**config.mk**
```make
export PLATFORM = sky130hd
export DESIGN_NAME = otr_core_offset_trim
export DESIGN_NICKNAME = d
export VERILOG_FILES = /design/src/hdl/otr_trim_reg.v /design/src/hdl/otr_core_offset_trim.v
export VERILOG_INCLUDE_DIRS = /design/src /design/src/common
export SDC_FILE = /design/constraint.sdc
export NUM_CORES = 1
export LEC_CHECK = 0
export BUFFER_PORTS_ARGS = -buffer_cell sky130_fd_sc_hd__buf_2
export CAP_MARGIN = 20
export CELL_PAD_IN_SITES_DETAIL_PLACEMENT = 2
export CELL_PAD_IN_SITES_GLOBAL_PLACEMENT = 2
export CORE_MARGIN = 4
export CORE_UTILIZATION = 30
export CTS_BUF_LIST = sky130_fd_sc_hd__clkbuf_8
export CTS_CLUSTER_SIZE = 24
export DETAILED_ROUTE_END_ITERATION = 10
export PLACE_DENSITY = 0.82
export SKIP_LAST_GASP = 1
export SLEW_MARGIN = 40
export SYNTH_ARGS = -nofsm -noshare
export SYNTH_HDL_FRONTEND = slang
export SYNTH_SLANG_ARGS = --single-unit
```
**constraint.sdc**
```tcl
create_clock -name clock_i -period 3.1 [get_ports clock_i]
set_clock_uncertainty 0.2 [all_clocks]
set_input_delay 0.465 -clock clock_i [delete_from_list [all_inputs] [get_ports clock_i]]
set_output_delay 0.465 -clock clock_i [all_outputs]
set_load 0.1 [all_outputs]
```
**src/common/otr_consts.vh**
```
/*
 Offset trim register bank constants: register indices (the byte
 address is four times the index), field layout, reset values.
 Assumes inclusion by otr design and testbench files only.
*/
`ifndef OTR_CONSTS_VH
`define OTR_CONSTS_VH
`define OTR_ADDR_W          12
`define OTR_IDX_C0_INB      12'h08C
`define OTR_IDX_C1_INA      12'h08E
`define OTR_IDX_C1_INB      12'h090
`define OTR_IDX_C2_INA      12'h092
`define OTR_IDX_CAL_CTRL    12'h0A0
`define OTR_IDX_CAL_STAT    12'h0A1
`define OTR_TRIM_MSB        11
`define OTR_TRIM_W          12
`define OTR_RSV_MSB         15
`define OTR_RSV_LSB         12
`define OTR_RSV_RST         4'h0
`define OTR_BIT_OFFSET_CAL_ENABLE      0
`define OTR_BIT_BACKGROUND_CAL_ENABLE      1
`define OTR_BIT_BACKGROUND_OFFSET_CAL_ENABLE    2
`define OTR_BIT_FG_RUN      0
`define OTR_BIT_FOREGROUND_CAL_DONE     1
`define OTR_BIT_BG_HALT     2
`define OTR_RESP_OKAY       2'b00
`define OTR_RESP_SLVERR     2'b10
`endif

```
**src/hdl/otr_trim_reg.v**
```verilog
/*
 One 16-bit offset trim register: reserved nibble plus 12-bit trim.
 Assumes the factory trim is stable while load_i is sampled.
*/
`timescale 1ns/10ps
`default_nettype none
`include "otr_consts.vh"
module otr_trim_reg
(
   // Clock and reset
   input  wire        clock_i,
   input  wire        rst_n_i,
   // Factory load
   input  wire        load_i,
   input  wire [11:0] factory_i,
   // Write port
   input  wire        wr_i,
   input  wire [15:0] wdata_i,
   input  wire [1:0]  wstrb_i,
   // Value
   output wire [15:0] value_o
);
   reg [11:0] trim_q;
   reg [3:0]  rsv_q;
   always @(posedge clock_i)
   begin
      if (!rst_n_i)
      begin
         rsv_q <= `OTR_RSV_RST;
      end
      else if (load_i)
      begin
         trim_q <= factory_i;
         rsv_q  <= `OTR_RSV_RST;
      end
      else if (wr_i)
      begin
         if (wstrb_i[0])
            trim_q[7:0] <= wdata_i[7:0];
         if (wstrb_i[1])
         begin
            trim_q[11:8] <= wdata_i[11:8];
            rsv_q        <= wdata_i[15:12];
         end
      end
   end
   assign value_o = {rsv_q, trim_q};
endmodule // otr_trim_reg
`default_nettype wire

```
**src/hdl/otr_core_offset_trim.v**
```verilog
/*
 Offset trim register bank for three sampling cores, AXI4-Lite slave.
 Assumes the factory trim pins are static; calibration status inputs
 come from logic on the same clock.
*/
// The AXI4-Lite register port is this design's own decision.
// Operation
// - Trim 0 is applied to core zero when it samples input B.
// - Trim 1 is applied to core one when it samples input A.
// - Trim 2 is applied to core one when it samples input B.
// - Trim 3 is applied to core two when it samples input A.
// - Each trim is an unsigned field in bits 11 to 0 of its register.
// - Bits 15 to 12 are read-write reserved bits that reset to zero.
// - After reset each trim holds its factory value, readable, writable.
`timescale 1ns/10ps
`default_nettype none
`include "otr_consts.vh"
module otr_core_offset_trim
(
   // Clock and reset
   input  wire        clock_i,
   input  wire        rst_n_i,
   // AXI4-Lite write address and data
   input  wire [11:0] s_axi_awaddr,
   input  wire        s_axi_awvalid,
   output wire        s_axi_awready,
   input  wire [31:0] s_axi_wdata,
   input  wire [3:0]  s_axi_wstrb,
   input  wire        s_axi_wvalid,
   output wire        s_axi_wready,
   output reg  [1:0]  s_axi_bresp,
   output reg         s_axi_bvalid,
   input  wire        s_axi_bready,
   // AXI4-Lite read
   input  wire [11:0] s_axi_araddr,
   input  wire        s_axi_arvalid,
   output wire        s_axi_arready,
   output reg  [31:0] s_axi_rdata,
   output reg  [1:0]  s_axi_rresp,
   output reg         s_axi_rvalid,
   input  wire        s_axi_rready,
   // Factory trim values
   input  wire [47:0] factory_trim_i,
   // Calibration status
   input  wire        fg_cal_running_i,
   input  wire        foreground_cal_done_i,
   input  wire        background_cal_halted_i,
   // Core input selects, 0 = input A, 1 = input B
   input  wire        core_zero_sel_b_i,
   input  wire        core_one_sel_b_i,
   input  wire        core_two_sel_b_i,
   // Applied offsets
   output reg  [11:0] core_zero_offset_o,
   output reg         core_zero_offset_vld_o,
   output reg  [11:0] core_one_offset_o,
   output reg  [11:0] core_two_offset_o,
   output reg         core_two_offset_vld_o,
   // Calibration enables
   output wire        offset_cal_enable_o,
   output wire        background_cal_enable_o,
   output wire        background_offset_cal_enable_o
);
   ////////////////////////////////////////////////////////////////////////
   // Address decode
   function [2:0] dec;
      input [11:0] a;
      begin
         case ({2'b00, a[11:2]})
            `OTR_IDX_C0_INB:   dec = 3'd0;
            `OTR_IDX_C1_INA:   dec = 3'd1;
            `OTR_IDX_C1_INB:   dec = 3'd2;
            `OTR_IDX_C2_INA:   dec = 3'd3;
            `OTR_IDX_CAL_CTRL: dec = 3'd4;
            `OTR_IDX_CAL_STAT: dec = 3'd5;
            default:           dec = 3'd7;
         endcase
         // Misaligned byte addresses hit no register
         if (a[1:0] != 2'b00)
            dec = 3'd7;
      end
   endfunction

   ////////////////////////////////////////////////////////////////////////
   // Write channel capture
   reg        aw_full_q;
   reg [11:0] aw_addr_q;
   reg        w_full_q;
   reg [31:0] w_data_q;
   reg [3:0]  w_strb_q;
   reg        load_q;
   reg [2:0]  cal_ctrl_q;
   wire       wr_go;
   wire [2:0] wsel;
   wire [63:0] trim_all;

   assign s_axi_awready = !aw_full_q && !s_axi_bvalid;
   assign s_axi_wready  = !w_full_q && !s_axi_bvalid;
   assign wr_go = aw_full_q && w_full_q && !s_axi_bvalid;
   assign wsel  = dec(aw_addr_q);

   always @(posedge clock_i)
   begin
      if (!rst_n_i)
      begin
         aw_full_q    <= 1'b0;
         aw_addr_q    <= 12'h000;
         w_full_q     <= 1'b0;
         w_data_q     <= 32'h0000_0000;
         w_strb_q     <= 4'h0;
         s_axi_bvalid <= 1'b0;
         s_axi_bresp  <= `OTR_RESP_OKAY;
         cal_ctrl_q   <= 3'b000;
         load_q       <= 1'b1;
      end
      else
      begin
         load_q <= 1'b0;
         if (s_axi_awvalid && s_axi_awready)
         begin
            aw_full_q <= 1'b1;
            aw_addr_q <= s_axi_awaddr;
         end
         if (s_axi_wvalid && s_axi_wready)
         begin
            w_full_q <= 1'b1;
            w_data_q <= s_axi_wdata;
            w_strb_q <= s_axi_wstrb;
         end
         if (wr_go)
         begin
            aw_full_q    <= 1'b0;
            w_full_q     <= 1'b0;
            s_axi_bvalid <= 1'b1;
            s_axi_bresp  <= (wsel == 3'd7 || wsel == 3'd5) ?
                            `OTR_RESP_SLVERR : `OTR_RESP_OKAY;
            if (wsel == 3'd4 && w_strb_q[0])
               cal_ctrl_q <= w_data_q[2:0];
         end
         else if (s_axi_bvalid && s_axi_bready)
            s_axi_bvalid <= 1'b0;
      end
   end

   assign offset_cal_enable_o            = cal_ctrl_q[`OTR_BIT_OFFSET_CAL_ENABLE];
   assign background_cal_enable_o        = cal_ctrl_q[`OTR_BIT_BACKGROUND_CAL_ENABLE];
   assign background_offset_cal_enable_o = cal_ctrl_q[`OTR_BIT_BACKGROUND_OFFSET_CAL_ENABLE];

   ////////////////////////////////////////////////////////////////////////
   // Trim registers
   genvar g;
   generate
      for (g = 0; g < 4; g = g + 1)
      begin : g_trim
         otr_trim_reg u_reg
         (
            .clock_i   (clock_i),
            .rst_n_i   (rst_n_i),
            .load_i    (load_q),
            .factory_i (factory_trim_i[g*12 +: 12]),
            .wr_i      (wr_go && wsel == g),
            .wdata_i   (w_data_q[15:0]),
            .wstrb_i   (w_strb_q[1:0]),
            .value_o   (trim_all[g*16 +: 16])
         );
      end
   endgenerate

   ////////////////////////////////////////////////////////////////////////
   // Read channel
   reg [31:0] rd_mux;
   assign s_axi_arready = !s_axi_rvalid;
   always @*
   begin
      rd_mux = 32'h0000_0000;
      case (dec(s_axi_araddr))
         3'd0: rd_mux[15:0] = trim_all[15:0];
         3'd1: rd_mux[15:0] = trim_all[31:16];
         3'd2: rd_mux[15:0] = trim_all[47:32];
         3'd3: rd_mux[15:0] = trim_all[63:48];
         3'd4: rd_mux[2:0]  = cal_ctrl_q;
         3'd5: rd_mux[2:0]  = {background_cal_halted_i,
                               foreground_cal_done_i, fg_cal_running_i};
         default: rd_mux = 32'h0000_0000;
      endcase
   end

   always @(posedge clock_i)
   begin
      if (!rst_n_i)
      begin
         s_axi_rvalid <= 1'b0;
         s_axi_rdata  <= 32'h0000_0000;
         s_axi_rresp  <= `OTR_RESP_OKAY;
      end
      else if (s_axi_arvalid && s_axi_arready)
      begin
         s_axi_rvalid <= 1'b1;
         s_axi_rdata  <= rd_mux;
         s_axi_rresp  <= (dec(s_axi_araddr) == 3'd7) ?
                         `OTR_RESP_SLVERR : `OTR_RESP_OKAY;
      end
      else if (s_axi_rvalid && s_axi_rready)
         s_axi_rvalid <= 1'b0;
   end

   ////////////////////////////////////////////////////////////////////////
   // Offset application per core and input
   always @(posedge clock_i)
   begin
      if (!rst_n_i)
      begin
         core_zero_offset_o     <= 12'h000;
         core_zero_offset_vld_o <= 1'b0;
         core_one_offset_o      <= 12'h000;
         core_two_offset_o      <= 12'h000;
         core_two_offset_vld_o  <= 1'b0;
      end
      else
      begin
         core_zero_offset_vld_o <= core_zero_sel_b_i;
         if (core_zero_sel_b_i)
            core_zero_offset_o <= trim_all[11:0];
         if (core_one_sel_b_i)
            core_one_offset_o <= trim_all[43:32];
         else
            core_one_offset_o <= trim_all[27:16];
         core_two_offset_vld_o <= !core_two_sel_b_i;
         if (!core_two_sel_b_i)
            core_two_offset_o <= trim_all[59:48];
      end
   end
endmodule // otr_core_offset_trim
`default_nettype wire

```
==> metrics <==
outcome completed; crit path kind reg2reg; fillers 2486; Overall Power 4.67 mW; CP Buf/Inv Count 0; Clock Sinks 158; NetSw 1.59 mW; slew margin rel. 48.2%; Clk pwr share 32.9%; Num CTS Buffers 17; via count 5677; Post-synth EDFFs 48; Vias per Instance 4.90; port bufs 166; most used flip-flop cell after synthesis dfxtp_1; initial DRC count 213; WP data arrival 2.76 ns; register area share after synthesis 53.5%; CP peak stage delay 0.64 ns; worst endpoint required time 3.02 ns; share of cells above drive strength 1 28.1%; largest net degree at the start of global routing 56; remaining antenna violation count 0; Synth Cell Area 6810 um^2; Distinct cells, synth 51; Routability Congestion 0.785; Power Dens Cells 565 nW/um^2; final hold viol count 0; Fin Setup TNS 0 ns; Final Max Tran Viols 0; CTS tree done; Seq pwr share 49.3%; # Max-Cap Violations 0; multi-input gate area in the final layout 2910 um^2; met3 WL post-DR 1090 um; HP Class in2reg; Synth Area per Inst 9.68 um^2; critical path's top delay family simple AND/OR/NAND/NOR gates; Crit Path Max Fanout 5; grt total ovfl 0; clock-pin slew on the worst setup and hold paths 0.09 ns; core area 22100 um^2; clk buf depth 2; Site Rows 54; Root Driver clkbuf_8; VDD IR max 0.227 mV; Static Leak 3.75 nW; ys async rst share 0%; Yosys reg bits 158; I/O Pins 203; Die X-Extent 159 um; post-DP HPWL 17600 um; Worst path slowest cell or4b_1; Final setup viols 0; Reg area 3640 um^2; crit path launch type register; Clock Latency Late Sink 0.46 ns; cell count after synthesis 704; Tightest Pin Transition 0.776 ns; area added between synthesis and finish 21.4%; initial antenna violation count 2; M1 WL 10100 um; DR top layer met5; ant diodes 0; total track usage 18.2%; met2 WL post-DR 11700 um; Combinational Power Share 17.9%; cell-internal power 3.08 mW; global-route wire length before repair 34500 um; H-tree depth 4; Final period util 91.9%; switching part of the total 34.0%; RSZ-0062 raised after global routing false; vias in the first global route 6146; Worst Setup End Kind register; DRC 0; worst path cell trace or4b_4 > or4b_1 > nor3_2 > a31oi_1 > nor2_1; initial core utilization 30.8%; average wire per standard cell 20.1 um; first-pass iteration count of the detailed router 4; nets 987; post-CTS setup buffer count 0; Final min period 2.85 ns; die height 159 um; synth warn 0; die area 25200 um^2; WL final 23300 um; FMAX 351 MHz
## layout make-up
| class | instances | share of cell area (%) |
|---|---|---|
| Tap cell | 280 | 4.24 |
| Clock inverter | 15 | 1.85 |
| Inverter | 7 | 0.318 |
| Sequential cell | 158 | 44.1 |
| Clock buffer | 17 | 2.83 |
| Multi-Input combinational cell | 500 | 35.1 |
| Timing Repair Buffer | 182 | 11.5 |
## sequential cells by signal (all words and copies together), names as in the netlist
register and cells:
g_trim.u_reg.trim_q 48, aw_full_q 1, s_axi_rvalid 1, core_zero_offset_o 12, load_q 1, core_zero_offset_vld_o 1, s_axi_bvalid 1, w_full_q 1
cal_ctrl_q 3, core_two_offset_vld_o 1, core_one_offset_o 12, s_axi_bresp 1, w_strb_q 2, w_data_q 16, s_axi_rresp 1, aw_addr_q 12
core_two_offset_o 12, s_axi_rdata 16, g_trim.u_reg.rsv_q 16
## logic make-up after synthesis
family	count (synthesis)	share of synthesized area, %
flops	158	53.5
other cells	1	0.0551
mux	85	12.8
simple gates	295	19.4
buf+inv	63	4.96
compound gates	102	9.33
## repair_timing
action / in CTS / in global routing
hold buffers: 1 / 0
resized for setup: 0 / 0
hold endpoints to repair: 1 / 0
## worst reg2reg max path, cell delays in order (launching register included)
cell,delay [ns]
dfxtp_1,0.32
or4b_4,0.57
or4b_1,0.64
nor3_2,0.27
a31oi_1,0.14
nor2_1,0.36
## per-stage QoR
stage | cells | setup WS (ns) | cell area [um^2] | hold slack [ns] | utilization (%)
after floorplan | 721 | 0.176 | 6880 | 0.232 | -
after global placement | 1126 | 0.322 | 7860 | 0.244 | 35.6
after detailed placement | 1126 | 0.250 | 7860 | 0.256 | 35.6
after CTS | 1159 | 0.206 | 8260 | 0.00961 | 37.4
after global routing | 1159 | 0.132 | 8270 | 0.0243 | 37.4
final | 1159 | 0.251 | 8270 | 0.0412 | 37.4
## Yosys cell counts (all sizes together) (5+ instances only)
| master | number | share of area (%) |
|---|---|---|
| a211oi | 5 | 0.55 |
| a21oi | 42 | 3.1 |
| a22oi | 13 | 1.4 |
| a31oi | 7 | 0.64 |
| buf | 29 | 3.1 |
| clkbuf | 27 | 1.5 |
| dfxtp | 110 | 32 |
| edfxtp | 48 | 21 |
| inv | 7 | 0.39 |
| mux2 | 17 | 2.8 |
| mux2i | 68 | 10 |
| nand2 | 173 | 9.5 |
| nand4 | 5 | 0.46 |
| nor2 | 74 | 4.1 |
| o21ai | 21 | 1.5 |
| or4b | 5 | 0.85 |
## power by group through the flow
stage | registers, mW | logic (mW) | clock network [mW]
after floorplan | 2.57 | 0.397 | 0
after global placement | 2.34 | 0.817 | 0
after detailed placement | 2.35 | 0.837 | 0
after CTS | 2.30 | 0.841 | 1.58
after global routing | 2.31 | 0.891 | 1.67
final | 2.30 | 0.834 | 1.53
## routing by layer
layer	track usage, %	vias up
met5	0	-
met4	5.61	4
met3	4.10	29
met2	31.9	152
met1	22.3	2765
li1	-	2727
## cells in the final DEF, fill, tap and decap left out, types with 15 or more instances in the layout
master	netlist	layout
a21oi_1	42	42
buf_2	2	166
buf_4	18	15
clkbuf_8	0	17
conb_1	1	18
dfxtp_1	110	109
edfxtp_1	48	48
mux2_2	17	17
mux2i_1	68	68
nand2_1	173	172
nor2_1	73	72
## final timing paths
check,slack (ns),startpoint,endpoint,cells after the start
hold / removal,0.04,s_axi_awaddr[9],aw_addr_q[9]$_SDFFE_PN0P_,3
hold reg to reg,0.27,aw_addr_q[9]$_SDFFE_PN0P_,aw_addr_q[9]$_SDFFE_PN0P_,2
setup reg to reg,0.25,aw_addr_q[10]$_SDFFE_PN0P_,g_trim[2].u_reg.trim_q[8]$_DFFE_PP_,5
setup / recovery,0.25,aw_addr_q[10]$_SDFFE_PN0P_,g_trim[2].u_reg.trim_q[8]$_DFFE_PP_,5
Note: power is estimated with default switching activity, not from simulation.
